[src/pkg/tpf_pkg.sv]
package tpf_pkg;

   // bus geometry
   localparam int DW = 32;
   localparam int AW = 8;

   // register byte offsets
   localparam logic [AW-1:0] OFS_CTRL     = 8'h00;
   localparam logic [AW-1:0] OFS_PERIOD   = 8'h04;
   localparam logic [AW-1:0] OFS_DUTYBUF  = 8'h08;
   localparam logic [AW-1:0] OFS_CMP_A    = 8'h0c;
   localparam logic [AW-1:0] OFS_CMP_B    = 8'h10;
   localparam logic [AW-1:0] OFS_DT_UP    = 8'h14;
   localparam logic [AW-1:0] OFS_DT_DOWN  = 8'h18;
   localparam logic [AW-1:0] OFS_FORCE    = 8'h1c;
   localparam logic [AW-1:0] OFS_PIN_IO   = 8'h20;
   localparam logic [AW-1:0] OFS_COUNT    = 8'h24;
   localparam logic [AW-1:0] OFS_STATUS   = 8'h28;

   // control register bits
   localparam int CTRL_RUN_BIT    = 0;
   localparam int CTRL_AUTODT_BIT = 1;

   // duty_force_control field positions
   localparam int FA_LSB  = 0;
   localparam int RSA_BIT = 2;
   localparam int FSA_BIT = 3;
   localparam int FB_LSB  = 4;
   localparam int RSB_BIT = 6;
   localparam int FSB_BIT = 7;

   // pin_io_control cycle-end field positions
   localparam int IOA_CYC_LSB = 2;
   localparam int IOB_CYC_LSB = 6;

   // status register bits
   localparam int ST_RUN_BIT  = 0;
   localparam int ST_DOWN_BIT = 1;
   localparam int ST_FA_BIT   = 2;
   localparam int ST_FB_BIT   = 3;

   // force-duty codes
   localparam logic [1:0] FORCE_NONE = 2'h0;
   localparam logic [1:0] FORCE_LOW  = 2'h2;
   localparam logic [1:0] FORCE_HIGH = 2'h3;

   // cycle-end output control codes
   localparam logic [1:0] CYC_RETAIN = 2'h0;
   localparam logic [1:0] CYC_LOW    = 2'h1;
   localparam logic [1:0] CYC_HIGH   = 2'h2;
   localparam logic [1:0] CYC_TOGGLE = 2'h3;

   // reset values and counter constants
   localparam logic [DW-1:0] CNT_ZERO   = 32'h0000_0000;
   localparam logic [DW-1:0] CNT_ONE    = 32'h0000_0001;
   localparam logic [DW-1:0] RST_WORD   = 32'h0000_0000;
   localparam logic [7:0]    RST_FORCE  = 8'h00;
   localparam logic [7:0]    RST_IO     = 8'h00;

   // carrier timing: one carrier is two counter halves
   localparam int CLK_PERIOD_NS = 20;
   localparam int CARRIER_NS    = 1_000_000;
   localparam logic [DW-1:0] RST_PERIOD = 32'(CARRIER_NS / CLK_PERIOD_NS / 2);

   // counter states
   typedef enum logic [2:0] {
      CNT_STOP = 3'h1,
      CNT_UP   = 3'h2,
      CNT_DOWN = 3'h4
   } tpf_cnt_e;

   // one register access from the bus slave
   typedef struct packed {
      logic          wr;
      logic [AW-1:0] adr;
      logic [DW-1:0] wdata;
      logic [3:0]    sel;
   } tpf_acc_s;

   // configuration of one pin
   typedef struct packed {
      logic [1:0] force_mode;
      logic       release_sel;
      logic       force_at_start;
      logic [1:0] cycle_ctl;
   } tpf_pin_cfg_s;

   // counter events for one pin
   typedef struct packed {
      logic start;
      logic match;
      logic trough;
   } tpf_pin_evt_s;

endpackage

[src/hw/tpf_core.sv]
// Overview of operation
// - counter starts at zero counting up; each period has an up and down half
// - each compare from 1 to period-1 matches once in each half, giving half the duty each
// - duty buffer is copied into compare A at every underflow
// - with auto dead time, compare B is recomputed whenever compare A changes
// - pin A starts low, toggles on compare A match, cycle-end field sets level at period end
// - pin B starts high, toggles on compare B match, cycle-end field sets level at period end
// - force code 11b holds pin A high from next underflow, matches ignored
// - force code 10b holds pin A low from next underflow, matches ignored
// - pin B force codes behave the same, matches on compare B ignored
// - force code 00b returns pin A to compare control at next underflow
// - on release pin A level follows cycle-end field and release-select bit
// - on release pin B level follows cycle-end field and release-select bit
// - an underflow interrupt pulse is raised at every counter underflow
// - counting begins on a software start command
// - compares, interrupts and buffer transfers continue while pins are forced
// - force set while stopped applies at start only with force-at-start set
//
// Implementation choices: the Wishbone slave port and the placing of the registers.
`timescale 1ns/1ps
module tpf_core import tpf_pkg::*; #(
   parameter logic [DW-1:0] PERIOD_RESET = RST_PERIOD
) (
   input  wire logic          clk_i,
   input  wire logic          rst_i,
   input  wire logic          wb_cyc_i,
   input  wire logic          wb_stb_i,
   input  wire logic          wb_we_i,
   input  wire logic [AW-1:0] wb_adr_i,
   input  wire logic [DW-1:0] wb_dat_i,
   input  wire logic [3:0]    wb_sel_i,
   output logic               wb_ack_o,
   output logic [DW-1:0]      wb_dat_o,
   output logic               pwm_out_a_o,
   output logic               pwm_out_b_o,
   output logic               underflow_irq_o
);

   typedef struct packed {
      tpf_cnt_e      st;
      logic          auto_dt;
      logic [DW-1:0] count;
      logic [DW-1:0] period;
      logic [DW-1:0] duty_buf;
      logic [DW-1:0] cmp_a;
      logic [DW-1:0] cmp_b;
      logic [DW-1:0] dt_up;
      logic [DW-1:0] dt_down;
      logic [7:0]    force_ctl;
      logic [7:0]    io_ctl;
      logic          irq;
   } tpf_core_s;

   tpf_core_s    s_r;
   tpf_core_s    s_nxt;
   tpf_acc_s     acc;
   logic [DW-1:0] rd_data;
   tpf_pin_cfg_s cfg_a;
   tpf_pin_cfg_s cfg_b;
   tpf_pin_evt_s evt_a;
   tpf_pin_evt_s evt_b;
   logic         forced_a;
   logic         forced_b;
   logic         running;
   logic         trough;
   logic         start_evt;
   logic         wr_ctrl;

   // byte-lane merge of a bus write
   function automatic logic [DW-1:0] merge(input logic [DW-1:0] old, input logic [DW-1:0] wd,
                                           input logic [3:0] sel);
      logic [DW-1:0] r;
      r = old;
      for (int i = 0; i < 4; i++) begin
         if (sel[i]) begin
            r[i*8 +: 8] = wd[i*8 +: 8];
         end
      end
      merge = r;
   endfunction

   // negative-phase compare derived from positive-phase compare
   function automatic logic [DW-1:0] dead_time_b(input logic [DW-1:0] a, input logic [DW-1:0] dt);
      dead_time_b = a - dt;
   endfunction

   // true when the access is a write to the given register offset
   function automatic logic wr_hit(input tpf_acc_s a, input logic [AW-1:0] ofs);
      wr_hit = a.wr && (a.adr == ofs);
   endfunction

   // bus slave: decode, ack and read-data register
   tpf_wb_slave u_wbs (
      .clk_i     (clk_i),
      .rst_i     (rst_i),
      .wb_cyc_i  (wb_cyc_i),
      .wb_stb_i  (wb_stb_i),
      .wb_we_i   (wb_we_i),
      .wb_adr_i  (wb_adr_i),
      .wb_dat_i  (wb_dat_i),
      .wb_sel_i  (wb_sel_i),
      .rd_data_i (rd_data),
      .wb_ack_o  (wb_ack_o),
      .wb_dat_o  (wb_dat_o),
      .acc_o     (acc)
   );

   // counter events shared by both pins
   always_comb begin
      running   = (s_r.st != CNT_STOP);
      trough    = (s_r.st == CNT_DOWN) && (s_r.count <= CNT_ONE);
      wr_ctrl   = wr_hit(acc, OFS_CTRL) && acc.sel[0];
      start_evt = wr_ctrl && acc.wdata[CTRL_RUN_BIT] && !running;
   end

   // per-pin configuration and events
   assign cfg_a.force_mode     = s_r.force_ctl[FA_LSB +: 2];
   assign cfg_a.release_sel    = s_r.force_ctl[RSA_BIT];
   assign cfg_a.force_at_start = s_r.force_ctl[FSA_BIT];
   assign cfg_a.cycle_ctl      = s_r.io_ctl[IOA_CYC_LSB +: 2];
   assign cfg_b.force_mode     = s_r.force_ctl[FB_LSB +: 2];
   assign cfg_b.release_sel    = s_r.force_ctl[RSB_BIT];
   assign cfg_b.force_at_start = s_r.force_ctl[FSB_BIT];
   assign cfg_b.cycle_ctl      = s_r.io_ctl[IOB_CYC_LSB +: 2];

   // matches are plain equality, so each value from 1 to period-1 hits once per half
   assign evt_a.start  = start_evt;
   assign evt_a.match  = running && !start_evt && (s_r.count == s_r.cmp_a);
   assign evt_a.trough = trough;
   assign evt_b.start  = start_evt;
   assign evt_b.match  = running && !start_evt && (s_r.count == s_r.cmp_b);
   assign evt_b.trough = trough;

   // pin A starts low
   tpf_pin_ctrl #(
      .START_LVL (1'b0)
   ) u_pin_a (
      .clk_i    (clk_i),
      .rst_i    (rst_i),
      .cfg_i    (cfg_a),
      .evt_i    (evt_a),
      .pin_o    (pwm_out_a_o),
      .forced_o (forced_a)
   );

   // pin B starts high
   tpf_pin_ctrl #(
      .START_LVL (1'b1)
   ) u_pin_b (
      .clk_i    (clk_i),
      .rst_i    (rst_i),
      .cfg_i    (cfg_b),
      .evt_i    (evt_b),
      .pin_o    (pwm_out_b_o),
      .forced_o (forced_b)
   );

   // register read mux, unmapped reads return zero
   always_comb begin
      rd_data = RST_WORD;
      case (acc.adr)
         OFS_CTRL: begin
            rd_data[CTRL_RUN_BIT]    = running;
            rd_data[CTRL_AUTODT_BIT] = s_r.auto_dt;
         end
         OFS_PERIOD:  rd_data = s_r.period;
         OFS_DUTYBUF: rd_data = s_r.duty_buf;
         OFS_CMP_A:   rd_data = s_r.cmp_a;
         OFS_CMP_B:   rd_data = s_r.cmp_b;
         OFS_DT_UP:   rd_data = s_r.dt_up;
         OFS_DT_DOWN: rd_data = s_r.dt_down;
         OFS_FORCE:   rd_data[7:0] = s_r.force_ctl;
         OFS_PIN_IO:  rd_data[7:0] = s_r.io_ctl;
         OFS_COUNT:   rd_data = s_r.count;
         OFS_STATUS: begin
            rd_data[ST_RUN_BIT]  = running;
            rd_data[ST_DOWN_BIT] = (s_r.st == CNT_DOWN);
            rd_data[ST_FA_BIT]   = forced_a;
            rd_data[ST_FB_BIT]   = forced_b;
         end
         default: rd_data = RST_WORD;
      endcase
   end

   // counter state machine, register writes and buffer transfer
   always_comb begin
      s_nxt     = s_r;
      s_nxt.irq = trough;

      // triangle counter
      case (s_r.st)
         CNT_STOP: begin
            if (start_evt) begin
               s_nxt.st    = CNT_UP;
               s_nxt.count = CNT_ZERO;
            end
         end
         CNT_UP: begin
            if (s_r.count >= s_r.period) begin
               s_nxt.st    = CNT_DOWN;
               s_nxt.count = s_r.count - CNT_ONE;
            end else begin
               s_nxt.count = s_r.count + CNT_ONE;
            end
         end
         CNT_DOWN: begin
            if (trough) begin
               s_nxt.st    = CNT_UP;
               s_nxt.count = CNT_ZERO;
            end else begin
               s_nxt.count = s_r.count - CNT_ONE;
            end
         end
         default: begin
            s_nxt.st = CNT_STOP;
         end
      endcase

      // control register: run and auto dead time
      if (wr_ctrl) begin
         s_nxt.auto_dt = acc.wdata[CTRL_AUTODT_BIT];
         if (!acc.wdata[CTRL_RUN_BIT]) begin
            s_nxt.st = CNT_STOP;
         end
      end

      // plain data registers
      if (wr_hit(acc, OFS_PERIOD)) begin
         s_nxt.period = merge(s_r.period, acc.wdata, acc.sel);
      end
      if (wr_hit(acc, OFS_DUTYBUF)) begin
         s_nxt.duty_buf = merge(s_r.duty_buf, acc.wdata, acc.sel);
      end
      if (wr_hit(acc, OFS_DT_UP)) begin
         s_nxt.dt_up = merge(s_r.dt_up, acc.wdata, acc.sel);
      end
      if (wr_hit(acc, OFS_DT_DOWN)) begin
         s_nxt.dt_down = merge(s_r.dt_down, acc.wdata, acc.sel);
      end
      if (wr_hit(acc, OFS_FORCE) && acc.sel[0]) begin
         s_nxt.force_ctl = acc.wdata[7:0];
      end
      if (wr_hit(acc, OFS_PIN_IO) && acc.sel[0]) begin
         s_nxt.io_ctl = acc.wdata[7:0];
      end

      // compare registers by direct write
      if (wr_hit(acc, OFS_CMP_A)) begin
         s_nxt.cmp_a = merge(s_r.cmp_a, acc.wdata, acc.sel);
      end
      if (wr_hit(acc, OFS_CMP_B) && !s_r.auto_dt) begin
         s_nxt.cmp_b = merge(s_r.cmp_b, acc.wdata, acc.sel);
      end

      // buffer transfer at the trough wins over a direct write
      if (trough) begin
         s_nxt.cmp_a = s_r.duty_buf;
      end

      // dead time follows every update of compare A
      if (s_nxt.auto_dt && (s_nxt.cmp_a != s_r.cmp_a || s_nxt.auto_dt != s_r.auto_dt)) begin
         s_nxt.cmp_b = dead_time_b(s_nxt.cmp_a, s_r.dt_up);
      end
   end

   always_ff @(posedge clk_i) begin
      if (rst_i) begin
         s_r <= '{st:        CNT_STOP,
                  auto_dt:   1'b0,
                  count:     CNT_ZERO,
                  period:    PERIOD_RESET,
                  duty_buf:  RST_WORD,
                  cmp_a:     RST_WORD,
                  cmp_b:     RST_WORD,
                  dt_up:     RST_WORD,
                  dt_down:   RST_WORD,
                  force_ctl: RST_FORCE,
                  io_ctl:    RST_IO,
                  irq:       1'b0};
      end else begin
         s_r <= s_nxt;
      end
   end

   assign underflow_irq_o = s_r.irq;

endmodule

[src/hw/tpf_wb_slave.sv]
`timescale 1ns/1ps
module tpf_wb_slave import tpf_pkg::*; (
   input  wire logic          clk_i,
   input  wire logic          rst_i,
   input  wire logic          wb_cyc_i,
   input  wire logic          wb_stb_i,
   input  wire logic          wb_we_i,
   input  wire logic [AW-1:0] wb_adr_i,
   input  wire logic [DW-1:0] wb_dat_i,
   input  wire logic [3:0]    wb_sel_i,
   input  wire logic [DW-1:0] rd_data_i,
   output logic               wb_ack_o,
   output logic [DW-1:0]      wb_dat_o,
   output tpf_acc_s           acc_o
);

   typedef struct packed {
      logic          ack;
      logic [DW-1:0] dat;
   } tpf_wbs_s;

   tpf_wbs_s s_r;
   tpf_wbs_s s_nxt;
   logic     req;

   // ack one cycle after the request, then drop
   always_comb begin
      req       = wb_cyc_i & wb_stb_i;
      s_nxt     = s_r;
      s_nxt.ack = req & ~s_r.ack;
      if (req && !wb_we_i && !s_r.ack) begin
         s_nxt.dat = rd_data_i;   // read data held while ack is high
      end
   end

   always_ff @(posedge clk_i) begin
      if (rst_i) begin
         s_r <= '{ack: 1'b0, dat: RST_WORD};
      end else begin
         s_r <= s_nxt;
      end
   end

   // write takes effect at the edge that samples ack
   assign acc_o.wr    = req & wb_we_i & s_r.ack;
   assign acc_o.adr   = wb_adr_i;
   assign acc_o.wdata = wb_dat_i;
   assign acc_o.sel   = wb_sel_i;
   assign wb_ack_o    = s_r.ack;
   assign wb_dat_o    = s_r.dat;

endmodule

[src/hw/tpf_pin_ctrl.sv]
`timescale 1ns/1ps
module tpf_pin_ctrl import tpf_pkg::*; #(
   parameter logic START_LVL = 1'b0
) (
   input  wire logic   clk_i,
   input  wire logic   rst_i,
   input  tpf_pin_cfg_s cfg_i,
   input  tpf_pin_evt_s evt_i,
   output logic        pin_o,
   output logic        forced_o
);

   typedef struct packed {
      logic       out;
      logic       cmp_lvl;
      logic [1:0] force_mode;
   } tpf_pin_s;

   tpf_pin_s s_r;
   tpf_pin_s s_nxt;
   logic     lvl;

   // only 10b and 11b force the pin
   function automatic logic [1:0] forcing(input logic [1:0] code);
      forcing = code[1] ? code : FORCE_NONE;
   endfunction

   // level at the end of a carrier period
   function automatic logic cycle_end(input logic l, input logic [1:0] ctl);
      case (ctl)
         CYC_LOW:    cycle_end = 1'b0;
         CYC_HIGH:   cycle_end = 1'b1;
         CYC_TOGGLE: cycle_end = ~l;
         default:    cycle_end = l;
      endcase
   endfunction

   // compare level runs on while forced, pin follows force or compare
   always_comb begin
      s_nxt = s_r;
      lvl   = s_r.cmp_lvl;
      if (evt_i.start) begin
         lvl              = START_LVL;
         s_nxt.force_mode = cfg_i.force_at_start ? forcing(cfg_i.force_mode) : FORCE_NONE;
      end else begin
         if (evt_i.trough) begin
            if (s_r.force_mode[1] && !cfg_i.force_mode[1] && !cfg_i.release_sel) begin
               lvl = s_r.out;
            end
            lvl              = cycle_end(lvl, cfg_i.cycle_ctl);
            s_nxt.force_mode = forcing(cfg_i.force_mode);
         end
         if (evt_i.match) begin
            lvl = ~lvl;
         end
      end
      s_nxt.cmp_lvl = lvl;
      s_nxt.out     = s_nxt.force_mode[1] ? s_nxt.force_mode[0] : s_nxt.cmp_lvl;
   end

   always_ff @(posedge clk_i) begin
      if (rst_i) begin
         s_r <= '{out: START_LVL, cmp_lvl: START_LVL, force_mode: FORCE_NONE};
      end else begin
         s_r <= s_nxt;
      end
   end

   assign pin_o    = s_r.out;
   assign forced_o = s_r.force_mode[1];

endmodule

[config.mk]
export PLATFORM = sky130hd
export DESIGN_NAME = tpf_core
export DESIGN_NICKNAME = d
export VERILOG_FILES = /design/src/pkg/tpf_pkg.sv /design/src/hw/tpf_core.sv /design/src/hw/tpf_wb_slave.sv /design/src/hw/tpf_pin_ctrl.sv
export SDC_FILE = /design/constraint.sdc
export NUM_CORES = 1
export LEC_CHECK = 0
export BUFFER_PORTS_ARGS = -buffer_cell sky130_fd_sc_hd__clkbuf_2
export CAP_MARGIN = 30
export CELL_PAD_IN_SITES_DETAIL_PLACEMENT = 2
export CELL_PAD_IN_SITES_GLOBAL_PLACEMENT = 2
export CORE_UTILIZATION = 34
export CTS_BUF_LIST = sky130_fd_sc_hd__clkbuf_16
export CTS_CLUSTER_DIAMETER = 40
export DETAILED_ROUTE_END_ITERATION = 7
export GPL_ROUTABILITY_DRIVEN = 0
export PLACE_DENSITY_LB_ADDON = 0.1
export SETUP_SLACK_MARGIN = 0.05
export SYNTH_ARGS = -nofsm -noshare
export SYNTH_HDL_FRONTEND = slang
export SYNTH_SLANG_ARGS = --single-unit
[constraint.sdc]
create_clock -name clk_i -period 4.64 [get_ports clk_i]
set_input_delay 0.696 -clock clk_i [delete_from_list [all_inputs] [get_ports clk_i]]
set_output_delay 0.696 -clock clk_i [all_outputs]
set_load 0.005 [all_outputs]
Yosys cells after proc, flatten, opt, wreduce, memory -nomap -nowiden
Index checks and enable logic that the tools add are counted.
{ "word_totals": {"ff_bits": 286, "inputBits": 49, "output_inout_bits": 36, "wordCells": 190} }
{ "op_classes": {"n_addsub": 3, "n_lt_le_gt_ge": 2, "n_eq_ne": 25, "n_mux": 52, "n_bitwise": 9, "n_reduce_logical": 64} }
{ "ops": {"columns": ["cell", "count"], "rows": [
  ["32-bit 2-to-1 mux", 7],
  ["24-bit one-hot mux with 7 select lines", 1],
  ["32-bit one-hot mux with 3 select lines", 1],
  ["32-bit == test", 2],
  ["8-bit 2-to-1 mux", 8],
  ["2-bit AND reduction", 21],
  ["4-bit one-hot mux with 9 select lines", 1],
  ["32-bit by 1-bit adder with 32-bit output, second input constant", 1],
  ["8-bit by 5-bit == test with 1-bit output, second input constant", 4],
  ["32-bit >= comparator", 1],
  ["32-bit by 1-bit less-or-equal comparator with 1-bit output, second input constant", 1],
  ["32-bit inequality test", 1],
  ["32-bit by 1-bit subtractor with 32-bit output, second input constant", 1],
  ["32-bit subtractor", 1],
  ["1-bit logical AND", 26],
  ["8-bit by 6-bit == test with 1-bit output, second input constant", 3],
  ["2-bit one-hot mux with 11 select lines", 1],
  ["2-bit one-hot mux with 10 select lines", 1],
  ["8-bit by 4-bit == test with 1-bit output, second input constant", 2],
  ["1-bit 2-to-1 mux", 16],
  ["2-bit 2-to-1 mux", 8],
  ["3-bit 2-to-1 mux", 4],
  ["2-bit nonzero test", 5],
  ["1-bit logical NOT", 9],
  ["other kinds (17)", 29]
]} }

Longest topological paths before layout
{ "logic_depth": {"word_depth": 16, "depth_mapped": 23, "depth_no_buf": 19} }

Cells and area by module
From an unflattened synthesis, not the netlist that was laid out.
{ "hier_totals": {"hier_cells": 2427, "hier_area_um2": 18687.9} }
{ "by_module_without_submodules": {"columns": ["mod", "instances", "cells_each", "area_each_um2", "seq_area_each_um2"], "rows": [
  ["tpf_core", 1, 2183, 16340.7, 4904.7],
  ["tpf_wb_slave", 1, 189, 1839.3, 660.6],
  ["tpf_pin_ctrl at u_pin_b", 1, 31, 284.0, 80.1],
  ["tpf_pin_ctrl at u_pin_a", 1, 24, 224.0, 80.1]
]} }

Worst setup path after synthesis
No wires, ideal clock.
{ "synth_timing": {"path_kind": "input port to flip-flop", "startpoint": "in wb_adr_i[1]", "endpoint": "reg s_r[111] (netlist name)", "setup_ps": 116, "arrival_ps": 4636, "t_required_ps": 4524, "slack_ps": -112, "stages": 19, "path_buffers": 2, "cell_sequence": "nor4bb_1 -> and2_1 -> clkbuf_1 -> clkbuf_1 -> nand3_1 -> nand3_1 -> o21ai_0 -> ha_1 -> inv_1 -> fa_1 -> a211oi_1 -> o21a_1 -> o41a_1 -> nand4_1 -> nand2_1 -> o311ai_0 -> a221oi_1 -> xnor2_1 -> o211a_1"} }
{ "synth_via": {"elab_chain_cells": 9, "elab_cells_between_ends": 20, "cone_classes": "1 x add/sub; 4 x eq/ne; 4 x mux; 11 x reduce/logical"} }
{ "synth_lines": {"columns": ["item", "line_no", "rtl"], "rows": [
  ["start, declared", "tpf_core.sv:29", "input wire logic [AW-1:0] wb_adr_i,"],
  ["parallel branches: the longest is 9 deep, another holds 32-bit subtractor", null, null],
  ["end signal, assigned", "tpf_core.sv:268", "s_r <= '{st: CNT_STOP,"],
  ["end signal, assigned", "tpf_core.sv:281", "s_r <= s_nxt;"],
  ["end, declared", "tpf_core.sv:54", "tpf_core_s s_r;"]
]} }
Several ways; the timed one is not identified.
A chain may end at the register's enable or synchronous reset.

==> summary.txt <==
Outcome
  • Outcome: complete, but fails checks
  • Violated checks: design-rule violations

Power and ir drop
  • Leakage power: 0.00900 uW
  • Comb power frac: 0.056
  • Reg power frac: 0.310
  • Pwr Density: approximately 360 nW/um2
  • Clock power share: 0.634
  • Switching component of the power: 1960 uW
  • Sw frac: 0.243
  • Design Power: 8050 uW
  • Internal power: 6090 uW
  • Max IR drop VDD: 222 uV

STA
  • Pin slew with the least headroom to its limit: approximately 1 ns
  • # setup viols final: 0
  • RSZ-0062 raised after global routing: yes
  • Final Max Slew Viols: 0
  • Slack of the critical path: slightly above 0.07 ns
  • Min Tclk post-route: about 4.6 ns
  • Final hold viol count: 0
  • Final Cycle Share: 0.984
  • Hold Slack: a little over 0.4 ns
  • Slew Limit Headroom: 0.323
  • Fmax: 219 MHz
  • Setup Skew: approximately 0.030 ns

Worst setup path
  • CP required: roughly 5 ns
  • CP Data Arrival Time: around 5.1 ns
  • CP Class: reg -> reg
  • R2R cell count: 16
  • Nature of the critical path endpoint: flop
  • Slowest stage delay, CP: between 0.6 and 0.7 ns
  • Reg-to-reg critical path startpoint: s_r[217]
  • Critical Path Start Type: flop
  • R2R setup slack: about 0.072 ns
  • Critical R2R Capture: s_r[104]
  • CP cell instances: or4_4, nand3b_4, or4_4, buf_8, a21oi_1, ha_1, o21ai_0, o21ai_0, a21o_1, a211oi_2, buf_4, o21ai_1, a311o_1, xor2_1, nand4_1, o31ai_2
  • CP max FO: 8
  • Crit-path slowest cell: or4_4

Synth
  • Synth top area share: 0.314
  • Register area share after synthesis: 0.314
  • #FFs+latches synth: ~290
  • Post-synth EDFFs: 0
  • Mapped Avg Cell Area: ~7.6 um2
  • Synth cell types: 89
  • Top cells by area, synth: dfxtp_1 (31%), a21oi_1 (7.3%), nand2_1 (6.7%)
  • Mapped cell area: 18,200 um2
  • Post-Synthesis Cells: between 2,000 and 2,500
  • Syn nets: approximately 2,500
  • Fraction of registers with async set/reset: 0
  • Yosys warnings: 0
  • Dominant cell type by area after synthesis: dfxtp_1
  • Top_reg_cell synth: dfxtp_1

Die
  • Num ports: 85
  • Core Area: ~53,000 um2
  • Die Span Y: ~230 um
  • DIE AREA: ~55,000 um2
  • Initial Utilization: 0.345
  • Num rows: 84
  • Die width: 233 um

CTS
  • CTS tree: yes
  • Inserted Clock Buffers: 69
  • Clock latency on the worst-skew pair: about 0.6 ns
  • Reg clk slew, reported paths: ~0.050 ns
  • CTS Buffer Depth: 3
  • Clock sinks: 286
  • H-tree depth: 3
  • Hold Buf Count CTS: 0
  • Clock Tree Root: clkbuf_16

Min path
  • Worst Hold Class: in -> reg
  • Worst Hold End: u_wbs.wb_ack_o
  • Worst hold path depth: 3
  • Worst hold start: wb_stb_i

Route
  • Drt drc: 5
  • Final wirelength: between 100,000 and 150,000 um
  • Drt first pass iters: 8
  • Drt wl/cell: between 30 and 40 um
  • Vias per cell: around 6.4
  • Post-route ant nets: 0
  • Initial drt markers: 1,833
  • Vias: roughly 21,000

GRT
  • Pin count of the biggest net entering global routing: 89
  • Number of global-route vias before repair: between 20,000 and 25,000
  • Global-route wire length before repair: approximately 150,000 um
  • Grt total ovfl: 0
  • All-Layer GR Usage: 0.364
  • Initial antenna violation count: 1

Placement
  • Port bufs: between 80 and 90
  • Placed inst area: 19,900 um2
  • Hpwl dp: between 70,000 and 80,000 um
  • Pre-CTS WS: -0.259 ns
  • Inst Count DP: about 3,100

Cells and area
  • Layout cells sized above 1: 0.162
  • Antenna diode count: 0
  • Design area: between 20,000 and 25,000 um2
  • Final nets: between 2,000 and 3,000
  • Non-filler cells, final: 3,252
  • Area growth from synthesis to final layout: 23.8%

Flow run
  • Max-cap viol count: 0
## kinds of logic after synthesis
group	Yosys count	share of synthesized area
compound gates	736	0.266
xor+xnor	113	0.0543
fa+ha+maj	67	0.0464
buf+inv	304	0.0655
flops	286	0.314
mux	61	0.0346
simple gates	830	0.219
## per-layer routing
layer | part of all wire | routed length, um | global-route usage | vias to the layer above
met5 | 0.000080 | 8 | 0 | -
met4 | 0.045 | 4490 | 0.171 | 2
met3 | 0.072 | 7240 | 0.0620 | 248
met2 | 0.45 | 45200 | 0.575 | 867
met1 | 0.43 | 43200 | 0.480 | 10600
li1 | - | - | - | 8954
## critical path: cells and delay by family, from the launching register on
kind            cells  cell delay (ns)
flops               1             0.30
buf+inv             2             0.38
xor+xnor            1             0.17
fa+ha+maj           1             0.36
simple gates        4             1.49
compound gates      8             1.76
## cell type report
| type | instances | area (um2) |
|---|---|---|
| tap | 688 | 861 |
| timing repair buffer | 227 | 1590 |
| multi-input combinational | 1807 | 11500 |
| inverter | 121 | 454 |
| sequential | 286 | 5730 |
| clock inverter | 50 | 561 |
| clock buffer | 73 | 1830 |
| fill | 5925 | 30200 |
## power groups by stage
stage | registers [uW] | logic [uW] | clock network, uW
floorplan | 2540 | 219 | 0
global route | 2500 | 472 | 5280
global placement | 2540 | 426 | 0
detailed placement | 2540 | 435 | 0
CTS | 2500 | 440 | 5140
finish | 2500 | 450 | 5100
## how the worst max path moves through the flow
| stage | startpoint | end | slack (ns) | depth (start not counted) |
|---|---|---|---|---|
| after floorplan | s_r[219] | s_r[111] | 0.03 | 20 |
| after global placement | s_r[217] | s_r[111] | -0.04 | 18 |
| after detailed placement | wb_we_i | s_r[111] | -0.26 | 18 |
| after CTS | s_r[217] | s_r[111] | 0.02 | 16 |
| after global routing | s_r[217] | s_r[111] | -0.04 | 18 |
| final | s_r[217] | s_r[104] | 0.07 | 16 |
## sequential cells by signal, indices dropped and copies added, names as in the netlist
name and flops:
u_pin_a.forced_o 1, s_r 232, underflow_irq_o 1, u_pin_b.pin_o 1, cfg_b 6, u_pin_a.pin_o 1
u_wbs.wb_ack_o 1, u_pin_a.s_r 2, u_pin_b.forced_o 1, u_wbs.wb_dat_o 32, cfg_a 6, u_pin_b.s_r 2
## stage by stage
step | setup TNS (ns) | util
finish | 0 | 0.427
global route | -0.0859 | 0.427
CTS | 0 | 0.424
detailed placement | -0.865 | 0.378
global placement | -0.0352 | 0.377
floorplan | 0 | -
## layout by cell type, fill, tap and decap left out, types with 11 or more instances in the layout
| master | count |
|---|---|
| nor2_1 | 142 |
| o211a_1 | 12 |
| a22o_1 | 18 |
| a31oi_1 | 43 |
| and2_1 | 33 |
| nor4_1 | 19 |
| xnor2_1 | 69 |
| nor3_1 | 50 |
| a222oi_1 | 11 |
| a21o_1 | 21 |
| a21oi_1 | 259 |
| dfxtp_1 | 286 |
| buf_4 | 135 |
| xor2_1 | 44 |
| nand4_1 | 38 |
| clkinv_2 | 11 |
| inv_1 | 131 |
| mux2i_1 | 54 |
| o31ai_1 | 14 |
| o211ai_1 | 21 |
| nand2_1 | 325 |
| nand2b_1 | 18 |
| and3_1 | 24 |
| a211oi_1 | 12 |
| a22oi_1 | 46 |
| ha_1 | 61 |
| clkbuf_2 | 83 |
| o21ai_0 | 79 |
| a221oi_1 | 51 |
| bufinv_16 | 12 |
| nand3_1 | 89 |
| clkbuf_16 | 73 |
| o22ai_1 | 32 |
| o21a_1 | 11 |
## synth_stat cells, types with 7 or more instances
cell      instances
a22oi_1          46
nand2_1         326
o31ai_2           7
or4_1             9
o21ai_0          84
nand4_1          38
o211a_1          13
nand3_1          89
a21o_1           21
a222oi_1         11
o31ai_1          14
nor2b_1          10
ha_1             66
xor2_1           44
nand2b_1         18
clkbuf_1        158
o221ai_1         10
and2_1           33
xnor2_1          69
buf_1            14
or2_2            10
a211oi_1         15
and3_1           24
mux2i_1          55
nor4_1           21
and4_1            8
a22o_1           18
a31oi_1          44
inv_1           121
a221oi_1         52
dfxtp_1         286
or3_1             7
o211ai_1         21
nor3b_1           9
nor2_1          151
a21oi_1         264
o21a_1           12
o22ai_1          32
nor3_1           50
## repair_timing
item / in CTS / in global routing
endpoints found under the hold margin: 0 / 0
resized for setup: 9 / 30
setup endpoints to repair: 9 / 9
pin swaps: 1 / 15
setup buffers: 0 / 5
cloned: 0 / 0
Note: power is estimated with default switching activity, not from simulation.
